### src/hw/htp_pkg.sv
// Constants, packet carrier and state types of the hardware trace packetizer.
// Assumes one processor clock and a synchronous active-high reset around it.
package htp_pkg;

  localparam int PKT_W = 80;
  localparam int LEN_W = 4;
  localparam int BITS_W = 7;
  localparam int CNT_W = 8;
  localparam int POST_W = 4;
  localparam int CYC_W = 10;
  localparam int NUM_COMP = 4;

  typedef struct packed {
    logic [PKT_W-1:0] data;
    logic [LEN_W-1:0] len;
  } htp_pkt_t;

  typedef enum {HTP_IDLE, HTP_SEND} htp_ser_state_t;

  localparam logic [4:0] ID_EVENT = 5'h00;
  localparam logic [4:0] ID_EXC = 5'h01;
  localparam logic [4:0] ID_PC = 5'h02;
  localparam logic [4:0] ID_DT_PC = 5'h08;
  localparam logic [4:0] ID_DT_OFF = 5'h09;
  localparam logic [4:0] ID_DT_VAL = 5'h10;

  localparam logic [1:0] SS_1B = 2'h1;
  localparam logic [1:0] SS_2B = 2'h2;
  localparam logic [1:0] SS_4B = 2'h3;
  localparam logic [7:0] OVF_BYTE = 8'h70;
  localparam logic [7:0] SLEEP_MARK = 8'h00;
  localparam logic [1:0] EXC_FN_NONE = 2'h0;

  localparam logic [3:0] LEN_EVT = 4'h2;
  localparam logic [3:0] LEN_EXC = 4'h3;
  localparam logic [3:0] LEN_PC = 4'h5;
  localparam logic [3:0] LEN_OFF = 4'h3;
  localparam logic [3:0] LEN_OVF = 4'h1;

  // Watch control register fields
  localparam int CTL_CYC_ENA = 0;
  localparam int CTL_POST_LO = 1;
  localparam int CTL_TAP = 9;
  localparam int CTL_PCS_ENA = 12;
  localparam int CTL_EXCTRC = 16;
  localparam int CTL_EV_LO = 17;
  localparam int CTL_W = 23;

  // Event flag positions inside the event payload and the enable field
  localparam int FLG_INSTR = 0;
  localparam int FLG_EXC = 1;
  localparam int FLG_SLEEP = 2;
  localparam int FLG_LSU = 3;
  localparam int FLG_FOLD = 4;
  localparam int FLG_CYC = 5;
  localparam int NUM_FLG = 6;

  // Comparator function register: directive and offset select
  localparam logic [1:0] DT_NONE = 2'h0;
  localparam logic [1:0] DT_PC = 2'h1;
  localparam logic [1:0] DT_DATA = 2'h2;
  localparam logic [1:0] DT_PC_DATA = 2'h3;
  localparam int FN_OFFSEL = 2;
  localparam int FN_W = 3;

  localparam logic [7:0] REG_CTRL = 8'h00;
  localparam logic [7:0] REG_STATUS = 8'h04;
  localparam logic [7:0] REG_COUNTS = 8'h08;
  localparam logic [7:0] REG_FUNC0 = 8'h10;
  localparam logic [CTL_W-1:0] CTRL_RST = '0;

  localparam int TAP_FAST_BITS = 6;

  function automatic logic [7:0] hw_hdr(input logic [4:0] id, input logic [1:0] ss);
    hw_hdr = {id, 1'b1, ss};
  endfunction : hw_hdr

  function automatic logic [3:0] size_bytes(input logic [1:0] sz);
    size_bytes = (sz == 2'h0) ? 4'h1 : (sz == 2'h1) ? 4'h2 : 4'h4;
  endfunction : size_bytes

endpackage : htp_pkg
### src/hw/htp_packetizer.sv
// Hardware-source trace packetizer: profiling counters, packet formation, source arbitration, bit serializer.
// Assumes event inputs come from logic on clk_in; instrumentation and timestamp packets arrive preformed.
`timescale 1ns/1ps
`default_nettype none
module htp_packetizer (
  input wire logic clk_in,
  input wire logic sys_rst_in,
  input wire logic psel_in,
  input wire logic penable_in,
  input wire logic pwrite_in,
  input wire logic [7:0] paddr_in,
  input wire logic [31:0] pwdata_in,
  output logic [31:0] prdata_out,
  output logic pready_out,
  output logic pslverr_out,
  input wire logic fold_inc_in,
  input wire logic lsu_inc_in,
  input wire logic sleep_inc_in,
  input wire logic exc_ovh_inc_in,
  input wire logic instr_ovh_inc_in,
  input wire logic cpu_sleep_in,
  input wire logic [31:0] pc_in,
  input wire logic exc_valid_in,
  input wire logic [8:0] exc_num_in,
  input wire logic [1:0] exc_action_code_in,
  input wire logic dt_match_in,
  input wire logic [1:0] dt_comp_in,
  input wire logic [31:0] dt_pc_in,
  input wire logic [31:0] dt_value_in,
  input wire logic [1:0] dt_size_in,
  input wire logic dt_write_not_read_in,
  input wire logic [15:0] dt_offset_in,
  input wire logic sw_valid_in,
  input wire htp_pkg::htp_pkt_t sw_pkt_in,
  output logic sw_ack_out,
  input wire logic ts_valid_in,
  input wire htp_pkg::htp_pkt_t ts_pkt_in,
  output logic ts_ack_out,
  output logic trace_data_out,
  output logic trace_valid_out,
  output logic trace_sof_out
);
  import htp_pkg::*;

  // Register bus
  logic [CTL_W-1:0] ctrl_r, ctrl_nxt;
  logic [FN_W-1:0] func_r [NUM_COMP];
  logic [FN_W-1:0] func_nxt [NUM_COMP];
  logic [31:0] prdata_r, prdata_nxt;
  logic pready_r, pready_nxt, pslverr_r, pslverr_nxt;

  // Profiling
  logic [CNT_W-1:0] cnt_r [5];
  logic [CNT_W-1:0] cnt_nxt [5];
  logic [POST_W-1:0] post_r, post_nxt;
  logic [CYC_W-1:0] cyc_r, cyc_nxt;
  logic [NUM_FLG-1:0] flags;
  logic tap_tick, post_fire, evt_fire, pcs_fire, exc_fire, dt_fire;
  logic [4:0] inc;

  // Hardware slot and serializer
  htp_pkt_t hw_pkt_r, hw_pkt_nxt, evt_pkt, exc_pkt, pcs_pkt, dt_pkt;
  logic hw_full_r, hw_full_nxt, ovf_r, ovf_nxt, slot_free, lost;
  htp_ser_state_t st_r, st_nxt;
  logic [PKT_W-1:0] buf_r, buf_nxt;
  logic [BITS_W-1:0] bits_r, bits_nxt;
  logic first_r, first_nxt;
  logic grant_sw, grant_hw, grant_ts;
  logic dout_r, dout_nxt, dval_r, dval_nxt, sof_r, sof_nxt, swack_r, swack_nxt, tsack_r, tsack_nxt;

  wire logic ctl_cyc = ctrl_r[CTL_CYC_ENA];
  wire logic ctl_pcs = ctrl_r[CTL_PCS_ENA];
  wire logic [NUM_FLG-1:0] ev_ena = ctrl_r[CTL_EV_LO +: NUM_FLG];
  wire logic [POST_W-1:0] post_reload = ctrl_r[CTL_POST_LO +: POST_W];

  // Register bus: answers in the second access cycle so read data comes from a flop
  always_comb begin
    logic acc;
    acc = psel_in && penable_in;
    ctrl_nxt = ctrl_r;
    func_nxt = func_r;
    prdata_nxt = prdata_r;
    pslverr_nxt = 1'b0;
    pready_nxt = acc && !pready_r;
    if (acc && !pready_r) begin
      prdata_nxt = '0;
      unique case (paddr_in)
        REG_CTRL: prdata_nxt[CTL_W-1:0] = ctrl_r;
        REG_STATUS: prdata_nxt = {25'h0000000, ovf_r, hw_full_r, st_r == HTP_SEND, post_r};
        REG_COUNTS: prdata_nxt = {cnt_r[3], cnt_r[2], cnt_r[1], cnt_r[0]};
        REG_FUNC0, REG_FUNC0 + 8'h04, REG_FUNC0 + 8'h08, REG_FUNC0 + 8'h0c:
          prdata_nxt[FN_W-1:0] = func_r[paddr_in[3:2]];
        default: pslverr_nxt = 1'b1;
      endcase
    end
    if (acc && pready_r && pwrite_in) begin
      if (paddr_in == REG_CTRL) begin
        ctrl_nxt = pwdata_in[CTL_W-1:0];
      end
      if (paddr_in[7:4] == REG_FUNC0[7:4] && paddr_in[1:0] == 2'h0) begin
        func_nxt[paddr_in[3:2]] = pwdata_in[FN_W-1:0];
      end
    end
  end

  always_ff @(posedge clk_in) begin
    if (sys_rst_in) begin
      ctrl_r <= CTRL_RST;
      func_r <= '{default: '0};
      prdata_r <= '0;
      pready_r <= 1'b0;
      pslverr_r <= 1'b0;
    end else begin
      ctrl_r <= ctrl_nxt;
      func_r <= func_nxt;
      prdata_r <= prdata_nxt;
      pready_r <= pready_nxt;
      pslverr_r <= pslverr_nxt;
    end
  end

  // Profiling counters and post-scaler
  always_comb begin
    inc = {instr_ovh_inc_in, exc_ovh_inc_in, sleep_inc_in, lsu_inc_in, fold_inc_in};
    cnt_nxt = cnt_r;
    flags = '0;
    for (int i = 0; i < 5; i++) begin
      if (inc[i]) begin
        cnt_nxt[i] = cnt_r[i] + 8'h01;
      end
    end
    flags[FLG_FOLD] = inc[0] && (&cnt_r[0]) && ev_ena[FLG_FOLD];
    flags[FLG_LSU] = inc[1] && (&cnt_r[1]) && ev_ena[FLG_LSU];
    flags[FLG_SLEEP] = inc[2] && (&cnt_r[2]) && ev_ena[FLG_SLEEP];
    flags[FLG_EXC] = inc[3] && (&cnt_r[3]) && ev_ena[FLG_EXC];
    flags[FLG_INSTR] = inc[4] && (&cnt_r[4]) && ev_ena[FLG_INSTR];
    cyc_nxt = ctl_cyc ? cyc_r + 10'h001 : cyc_r;
    // Slow tap divides by the whole cycle counter, fast tap by its low bits
    tap_tick = ctl_cyc && (ctrl_r[CTL_TAP] ? (&cyc_r) : (&cyc_r[TAP_FAST_BITS-1:0]));
    post_fire = tap_tick && (post_r == '0);
    post_nxt = post_r;
    if (tap_tick) begin
      post_nxt = post_fire ? post_reload : post_r - 4'h1;
    end
    flags[FLG_CYC] = post_fire && ev_ena[FLG_CYC] && !ctl_pcs;
    evt_fire = |flags;
    pcs_fire = post_fire && ctl_pcs;
  end

  always_ff @(posedge clk_in) begin
    if (sys_rst_in) begin
      cnt_r <= '{default: '0};
      post_r <= '0;
      cyc_r <= '0;
    end else begin
      cnt_r <= cnt_nxt;
      post_r <= post_nxt;
      cyc_r <= cyc_nxt;
    end
  end

  // Packet formation
  always_comb begin
    logic [1:0] dir;
    logic [3:0] nb;
    logic [39:0] pcp, dvp;
    logic [23:0] offp;
    dir = func_r[dt_comp_in][1:0];
    nb = size_bytes(dt_size_in);
    evt_pkt = '{data: {64'h0, 2'b00, flags, hw_hdr(ID_EVENT, SS_1B)}, len: LEN_EVT};
    exc_fire = ctrl_r[CTL_EXCTRC] && exc_valid_in && exc_action_code_in != EXC_FN_NONE;
    exc_pkt = '{data: {56'h0, 2'b00, exc_action_code_in, 3'b000, exc_num_in[8], exc_num_in[7:0],
                       hw_hdr(ID_EXC, SS_2B)}, len: LEN_EXC};
    if (cpu_sleep_in) begin
      pcs_pkt = '{data: {64'h0, SLEEP_MARK, hw_hdr(ID_PC, SS_1B)}, len: LEN_EVT};
    end else begin
      pcs_pkt = '{data: {40'h0, pc_in[31:1], 1'b0, hw_hdr(ID_PC, SS_4B)}, len: LEN_PC};
    end
    dt_fire = dt_match_in && dir != DT_NONE;
    pcp = {dt_pc_in, hw_hdr(ID_DT_PC | {2'b00, dt_comp_in, 1'b0}, SS_4B)};
    dvp = {dt_value_in, hw_hdr(ID_DT_VAL | {2'b00, dt_comp_in, dt_write_not_read_in},
                                (dt_size_in == 2'h0) ? SS_1B : (dt_size_in == 2'h1) ? SS_2B : SS_4B)};
    offp = {dt_offset_in, hw_hdr(ID_DT_OFF | {2'b00, dt_comp_in, 1'b0}, SS_2B)};
    unique case (dir)
      DT_PC: dt_pkt = '{data: {40'h0, pcp}, len: LEN_PC};
      DT_DATA: dt_pkt = '{data: {40'h0, dvp}, len: 4'h1 + nb};
      default: dt_pkt = '{data: {dvp, pcp}, len: LEN_PC + 4'h1 + nb};
    endcase
    if (func_r[dt_comp_in][FN_OFFSEL] && dir[1]) begin
      dt_pkt = '{data: {16'h0, dvp, offp}, len: LEN_OFF + 4'h1 + nb};
    end
  end

  // Hardware slot: one packet deep; anything that cannot enter becomes an overflow packet
  always_comb begin
    logic [2:0] nfire;
    nfire = {2'b00, evt_fire} + {2'b00, exc_fire} + {2'b00, pcs_fire} + {2'b00, dt_fire};
    slot_free = !hw_full_r || grant_hw;
    hw_full_nxt = hw_full_r && !grant_hw;
    hw_pkt_nxt = hw_pkt_r;
    ovf_nxt = ovf_r;
    lost = 1'b0;
    if (slot_free && ovf_r) begin
      hw_pkt_nxt = '{data: {72'h0, OVF_BYTE}, len: LEN_OVF};
      hw_full_nxt = 1'b1;
      ovf_nxt = 1'b0;
      lost = nfire != 3'h0;
    end else if (slot_free && nfire != 3'h0) begin
      hw_full_nxt = 1'b1;
      hw_pkt_nxt = dt_fire ? dt_pkt : exc_fire ? exc_pkt : pcs_fire ? pcs_pkt : evt_pkt;
      lost = nfire > 3'h1;
    end else begin
      lost = nfire != 3'h0;
    end
    if (lost) begin
      ovf_nxt = 1'b1;
    end
  end

  always_ff @(posedge clk_in) begin
    if (sys_rst_in) begin
      hw_pkt_r <= '0;
      hw_full_r <= 1'b0;
      ovf_r <= 1'b0;
    end else begin
      hw_pkt_r <= hw_pkt_nxt;
      hw_full_r <= hw_full_nxt;
      ovf_r <= ovf_nxt;
    end
  end

  // Arbiter and serializer; grants only while idle, so packets never interleave
  always_comb begin
    logic idle;
    idle = st_r == HTP_IDLE;
    grant_sw = idle && sw_valid_in && !swack_r;
    grant_hw = idle && !grant_sw && hw_full_r && !(sw_valid_in && !swack_r);
    grant_ts = idle && ts_valid_in && !tsack_r && !hw_full_r && !(sw_valid_in && !swack_r);
    st_nxt = st_r;
    buf_nxt = buf_r;
    bits_nxt = bits_r;
    first_nxt = first_r;
    dout_nxt = 1'b0;
    dval_nxt = 1'b0;
    sof_nxt = 1'b0;
    swack_nxt = grant_sw;
    tsack_nxt = grant_ts;
    unique case (st_r)
      HTP_IDLE: begin
        if (grant_sw || grant_hw || grant_ts) begin
          buf_nxt = grant_sw ? sw_pkt_in.data : grant_hw ? hw_pkt_r.data : ts_pkt_in.data;
          bits_nxt = {(grant_sw ? sw_pkt_in.len : grant_hw ? hw_pkt_r.len : ts_pkt_in.len), 3'b000};
          first_nxt = 1'b1;
          st_nxt = HTP_SEND;
        end
      end
      HTP_SEND: begin
        dout_nxt = buf_r[0];
        dval_nxt = 1'b1;
        sof_nxt = first_r;
        first_nxt = 1'b0;
        buf_nxt = buf_r >> 1;
        bits_nxt = bits_r - 7'h01;
        if (bits_r <= 7'h01) begin
          st_nxt = HTP_IDLE;
        end
      end
    endcase
  end

  always_ff @(posedge clk_in) begin
    if (sys_rst_in) begin
      st_r <= HTP_IDLE;
      buf_r <= '0;
      bits_r <= '0;
      first_r <= 1'b0;
      dout_r <= 1'b0;
      dval_r <= 1'b0;
      sof_r <= 1'b0;
      swack_r <= 1'b0;
      tsack_r <= 1'b0;
    end else begin
      st_r <= st_nxt;
      buf_r <= buf_nxt;
      bits_r <= bits_nxt;
      first_r <= first_nxt;
      dout_r <= dout_nxt;
      dval_r <= dval_nxt;
      sof_r <= sof_nxt;
      swack_r <= swack_nxt;
      tsack_r <= tsack_nxt;
    end
  end

  assign prdata_out = prdata_r;
  assign pready_out = pready_r;
  assign pslverr_out = pslverr_r;
  assign sw_ack_out = swack_r;
  assign ts_ack_out = tsack_r;
  assign trace_data_out = dout_r;
  assign trace_valid_out = dval_r;
  assign trace_sof_out = sof_r;

  a_sw_over_hw: assert property (@(posedge clk_in) disable iff (sys_rst_in)
    st_r == HTP_IDLE && sw_valid_in && !swack_r |=> sw_ack_out && st_r == HTP_SEND)
    else $error("hardware packet granted over instrumentation");
  a_ts_when_empty: assert property (@(posedge clk_in) disable iff (sys_rst_in)
    ts_ack_out |-> !$past(hw_full_r) && !sw_ack_out && (!$past(sw_valid_in) || $past(swack_r)))
    else $error("timestamp granted with queues busy");
  a_hdr_hw_form: assert property (@(posedge clk_in) disable iff (sys_rst_in)
    hw_full_r && hw_pkt_r.data[7:0] != OVF_BYTE |-> hw_pkt_r.data[2] && hw_pkt_r.data[1:0] != 2'b00)
    else $error("bad hardware header");
  a_exc_code_ok: assert property (@(posedge clk_in) disable iff (sys_rst_in)
    hw_full_r && hw_pkt_r.data[7:0] == hw_hdr(ID_EXC, SS_2B) |-> hw_pkt_r.data[21:20] != EXC_FN_NONE)
    else $error("exception packet with invalid code");
  a_lsb_first: assert property (@(posedge clk_in) disable iff (sys_rst_in)
    st_r == HTP_SEND |=> trace_valid_out && trace_data_out == $past(buf_r[0])) else $error("bit order wrong");
  a_pkt_unbroken: assert property (@(posedge clk_in) disable iff (sys_rst_in)
    st_r == HTP_SEND && bits_r > 7'h01 |=> st_r == HTP_SEND && bits_r == $past(bits_r) - 7'h01)
    else $error("packet interrupted");
  a_ovf_kept: assert property (@(posedge clk_in) disable iff (sys_rst_in)
    lost |=> ovf_r ##1 (ovf_r || (hw_full_r && hw_pkt_r.data[7:0] == OVF_BYTE)))
    else $error("lost packet without overflow");
  a_post_reload: assert property (@(posedge clk_in) disable iff (sys_rst_in)
    post_fire |=> post_r == $past(post_reload)) else $error("post-scaler did not reload");
  a_apb_answer: assert property (@(posedge clk_in) disable iff (sys_rst_in)
    psel_in && penable_in && !pready_out |=> pready_out) else $error("bus answer late");

endmodule : htp_packetizer
`default_nettype wire

### config.mk
export PLATFORM = sky130hd
export DESIGN_NAME = htp_packetizer
export DESIGN_NICKNAME = d
export VERILOG_FILES = /design/src/hw/htp_pkg.sv /design/src/hw/htp_packetizer.sv
export SDC_FILE = /design/constraint.sdc
export NUM_CORES = 1
export LEC_CHECK = 0
export BUFFER_PORTS_ARGS = -buffer_cell sky130_fd_sc_hd__buf_2
export CAP_MARGIN = 15
export CORE_MARGIN = 4
export CORE_UTILIZATION = 40
export DETAILED_ROUTE_END_ITERATION = 16
export GPL_ROUTABILITY_DRIVEN = 1
export PLACE_DENSITY = 0.73
export SLEW_MARGIN = 20
export SYNTH_ARGS = -nofsm -noshare
export SYNTH_HDL_FRONTEND = slang
export SYNTH_SLANG_ARGS = --single-unit
### constraint.sdc
create_clock -name clk_in -period 10.3 [get_ports clk_in]
set_input_delay 1.03 -clock clk_in [delete_from_list [all_inputs] [get_ports clk_in]]
set_output_delay 1.03 -clock clk_in [all_outputs]
set_load 0.02 [all_outputs]
Word level (Yosys, flattened, before mapping) --
Cells that the tools add are included.
Cells by class: equality and inequality tests 14, add/sub/neg operators 14, bitwise logic cells 4, $lt $le $gt $ge 5, multiplexer cells 47, reduce and logical (&&, ||, !) cells 76
Operators with widths (count):
- $mux W84 | 4
- $mux W80 | 3
- $pmux W84 S2 | 1
- $pmux W80 S2 | 1
- $logic_not A32 Y1 | 2
- $mux W32 | 2
- $pmux W32 S2 | 1
- $pmux W20 S3 | 1
- $mux W44 | 1
- $add A8 B1 Y8 const B | 5
- $reduce_and A8 Y1 | 5
- $logic_and A1 B1 Y1 | 38
- $eq A32 B1 Y1 const B | 1
- $eq A32 B2 Y1 const B | 1
- $eq A8 B5 Y1 const B | 4
- $mux W11 | 2
- $mux W3 | 7
- $pmux W7 S2 | 1
- $bmux W3 S2 | 2
- $bwmux W12 | 1
- $mux W4 | 3
- $pmux W3 S4 | 1
- $mux W1 | 11
- $add A10 B1 Y10 const B | 1
- other kinds (38) | 61
Storage, ports and cells: register bits after elaboration 334, input bits 351, output and inout port bits 39, word-level logic and storage cells 190

Longest topological paths before layout --
word-level depth 15, mapped depth 20, depth with buffers taken out 15

Least setup slack after synthesis --
No wires, ideal clock.
kind input-to-reg, start point input port dt_comp_in[0], end point register hw_pkt_r[43] (netlist bit), setup time 0.122 ns, arrival time 5.132 ns, setup slack 5.045 ns, path buffers 7, required time 10.178 ns, stages on the path 20, cell sequence buf_6 -> mux4_2 -> buf_4 -> inv_1 -> ha_1 -> nand2b_1 -> buf_2 -> inv_1 -> clkbuf_1 -> clkbuf_1 -> fa_1 -> ha_1 -> inv_1 -> ha_1 -> nor3_1 -> nor2_1 -> clkbuf_1 -> clkbuf_1 -> o21ai_0 -> a21oi_1
On the way: cells in the longest elaborated chain, start to end 9, elaborated cells between the ends (all ways) 15, classes of those cells add/sub (1); eq/ne (2); mux (6); bitwise (1); reduce/logical (5)
RTL lines:
- start: declaration | line htp_packetizer.sv:27 | input wire logic [1:0] dt_comp_in,
- $not A2 Y3 (implied by the code) * | line htp_packetizer.sv:168, htp_packetizer.sv:189
- $bmux W3 S2 * | line htp_packetizer.sv:168, htp_packetizer.sv:189
- $mux W3 (implied by the code) * (2 in series) | line htp_packetizer.sv:189 | if (func_r[dt_comp_in][FN_OFFSEL] && dir[1]) begin
- $reduce_bool A2 Y1 | line htp_packetizer.sv:179 | dt_fire = dt_match_in && dir != DT_NONE;
- $logic_and A1 B1 Y1 | line htp_packetizer.sv:179
- $add A3 B1 Y3 | line htp_packetizer.sv:197 | nfire = {2'b00, evt_fire} + {2'b00, exc_fire} + {2'b00, pcs_fire} + {2'b00, dt_fire};
- $reduce_bool A3 Y1 | line htp_packetizer.sv:208 | end else if (slot_free && nfire != 3'h0) begin
- $logic_and A1 B1 Y1 | line htp_packetizer.sv:208
- end signal: assignment | line htp_packetizer.sv:226 | hw_pkt_r <= hw_pkt_nxt;
- end: declaration | line htp_packetizer.sv:62 | htp_pkt_t hw_pkt_r, hw_pkt_nxt, evt_pkt, exc_pkt, pcs_pkt, dt_pkt;
Mark *: on every way between the ends. The rest lies on a longest branch, timed or not. The select of a mux whose other input is x is not followed. A chain may end at the register's enable or synchronous reset.

Worst setup path after layout --
start point input port dt_comp_in[0], end point register hw_pkt_r[59] (netlist bit)
The elaborated chain is that of the path after synthesis.

==> reports/results.txt <==
Status: complete, no violations
Num CTS Buffers: 35
Yosys top cell area share: 42.13%
Placed standard-cell area: 0.01641 mm2
Postcts setup bufs: 0
Pre-antenna DRT Iters: 9
Gr ovfl total: 0
Fin crit share: 50.98%
Setup TNS: 0 ns
Pleak: 6.982 nW
Layout Nets: 2362
Starting DRT DRC Count: 1361
Vias per cell: 6.008
Relative slew slack: 27.40%
Most used routing layer: met2
Crit Path Category: input pin to flop
CTS tree: built
Synthesis-stage register bit count: 303
M2 GR Usage: 41.72%
Final Slew Violations: 0
Syn Nets: 2084
Post-synthesis sequential area ratio: 42.13%
Syn_area_per_cell: 8.401 um2
Residual DRC: 0
Die area: 0.03910 mm2
Clock root buffer: clkbuf_16
Max Root-Sink Buffers: 3
Async S/R FF share, synth: 0%
Power, Total: 2.885 mW
Clock Power Share: 43.5%
Std cell rows: 69
Setup WS pre-CTS: 4.558 ns
Met1 Use GR: 34.52%
Yosys warns: 0
Req. time, crit path: 10.74 ns
Largest net degree at the start of global routing: 80
Chip height: 197.7 um
Routability congestion estimate: 0.9495
Worst slew pin tran: 1.086 ns
Ports: 390
Worst vdd ir: 0.1239 mV
Hold Path Class: flop to flop
Hold Fails Final Rpt: 0
Sw power: 0.7384 mW
RSZ-0062 raised after global routing: false
Cell count after synthesis: 1714
Routed vias: 14940
Clk Latency, worst-skew pair: 0.53 ns
Tmin final: 5.251 ns
WL per Instance: 21.83 um
Area grow syn2layout: 22.33%
Post-DP HPWL: 38840 um
# setup viols final: 0
Drt total wl: 54300 um
Logic pwr share: 12.7%
Crit path arrival time: 5.69 ns
Post-cts resize count: 0
Sequential Power Share: 43.9%
Critical Path Fanout Max: 60
Endpoint class of the critical path: flop
Post-route cell area: 0.01761 mm2
Fmax: 190.4 MHz
Largest area contributor in the netlist: dfxtp_1
Vias in the first global route: 13870
Port buffer count: 379
Most frequent cells in the layout: buf_2, dfxtp_1, nor2_1
Die X: 197.7 um
Switch share: 25.60%
Primary FF master, synth: dfxtp_1
Initial antenna violation count: 14
Met3 Use GR: 4.526%
Worst hold margin: 0.4536 ns
Top post-synthesis cells by area: dfxtp_1, a22oi_1, nor2_1, a21oi_1, or3_1
Core Region: 0.03557 mm2
Maxcap violations: 0
Layout cell share with drive strength beyond 1: 24.28%
PD cells: 163.8 mW/mm2
Number of fillers in the final layout: 3408
Post-synth EDFFs: 0
Cell internal pwr: 2.146 mW
CTS H-tree lvls: 2
Post-Syn Area: 0.01440 mm2
Gr usage total: 25.75%
Crit path setup slack, layout: 5.049 ns
Starting Density: 40.48%
Post-route ant nets: 0
Clock Skew: 0.02636 ns
Hold_buf cts: 0
Clock Sinks: 303
Synth cell types: 58
First-pass GRT wire length: 80020 um
Commonest non-fill, non-tap cell in the layout: buf_2
Crit start category: input pin
Clk slew on worst S/H paths: 0.06 ns
-- routing by layer --
metal / up-vias / wire, um
li1: 6913 / -
met1: 7177 / 22010
met2: 717 / 25450
met3: 131 / 4881
met4: 4 / 1933
met5: - / 23
-- metrics by stage --
| step | instances | utilization, % |
|---|---|---|
| after floorplan | 1714 | - |
| after global placement | 2415 | 46.13 |
| after detailed placement | 2415 | 46.14 |
| after CTS | 2474 | 49.36 |
| after global routing | 2487 | 49.52 |
| final | 2487 | 49.52 |
-- synthesized netlist by cell type (18+ instances only) --
cell and count:
xnor2_1 19, clkbuf_1 120, a22oi_1 131, nand3_1 26, o22ai_1 81, dfxtp_1 303, xor2_1 27, ha_1 18
a222oi_1 21, mux2i_1 29, a221o_1 26, or3_1 84, nand4_1 19, nor2_1 254, nand2_1 96, o211ai_1 27
a21oi_1 174, o21ai_0 54, buf_2 19
-- power groups by stage --
stage	Combinational (mW)	Clock, mW	Sequential (mW)
after floorplan	0.219	0	1.28
after global placement	0.350	0	1.29
after detailed placement	0.355	0	1.29
after CTS	0.358	1.28	1.27
after global routing	0.400	1.32	1.27
final	0.365	1.25	1.27
-- layout make-up --
cell class                      instances  area, um2  share of cell area [%]
Timing Repair Buffer                  401       2088                   11.86
Antenna cell                           12      30.03                  0.1705
Multi-Input combinational cell       1238       7657                   43.47
Clock buffer                           54       1040                   5.903
Inverter                               13      48.80                  0.2770
Sequential cell                       303       6070                   34.46
Clock inverter                          5      103.9                  0.5896
Tap cell                              461      576.8                   3.275
-- path summary, 6_finish.rpt --
check             slack, ns                    from  depth (start not counted)                   endpoint
setup / recovery       5.05           dt_comp_in[0]                         15  hw_pkt_r[59]$_SDFFE_PP0P_
hold / removal         0.45  ctrl_r[7]$_SDFFE_PP0P_                          2     ctrl_r[7]$_SDFFE_PP0P_
setup reg to reg       5.32  post_r[1]$_SDFFE_PP0P_                         15  hw_pkt_r[59]$_SDFFE_PP0P_
hold reg to reg        0.45  ctrl_r[7]$_SDFFE_PP0P_                          2     ctrl_r[7]$_SDFFE_PP0P_
-- logic make-up (layout without fill, tap and decap cells) --
logic type | count (synthesis) | in the layout | synth area share [%]
buf+inv | 173 | 473 | 5.118
compound gates | 574 | 574 | 26.33
other cells | 0 | 12 | 0
fa+ha+maj | 19 | 19 | 1.703
xor+xnor | 46 | 46 | 2.798
flops | 303 | 303 | 42.13
simple gates | 548 | 548 | 17.72
mux | 51 | 51 | 4.206
-- flip-flops by register name (all words and copies together) (netlist names) --
signal,flops
hw_pkt_r,84
buf_r,80
cnt_r,40
prdata_out,32
ctrl_r,23
func_r,12
cyc_r,10
bits_r,7
post_r,4
first_r,1
hw_full_r,1
ovf_r,1
pready_out,1
pslverr_out,1
st_r,1
sw_ack_out,1
trace_data_out,1
trace_sof_out,1
trace_valid_out,1
ts_ack_out,1
-- critical path: stages --
cell,delay [ns]
buf_2,0.23
mux4_2,0.68
inv_1,0.12
ha_1,0.15
nand2b_1,0.40
inv_1,0.15
fa_1,0.56
ha_1,0.18
inv_1,0.07
ha_1,0.31
or3_1,0.41
nand2_2,0.33
buf_4,0.67
a222oi_1,0.24
nor2_1,0.12
(Power assumes the default switching activity.)
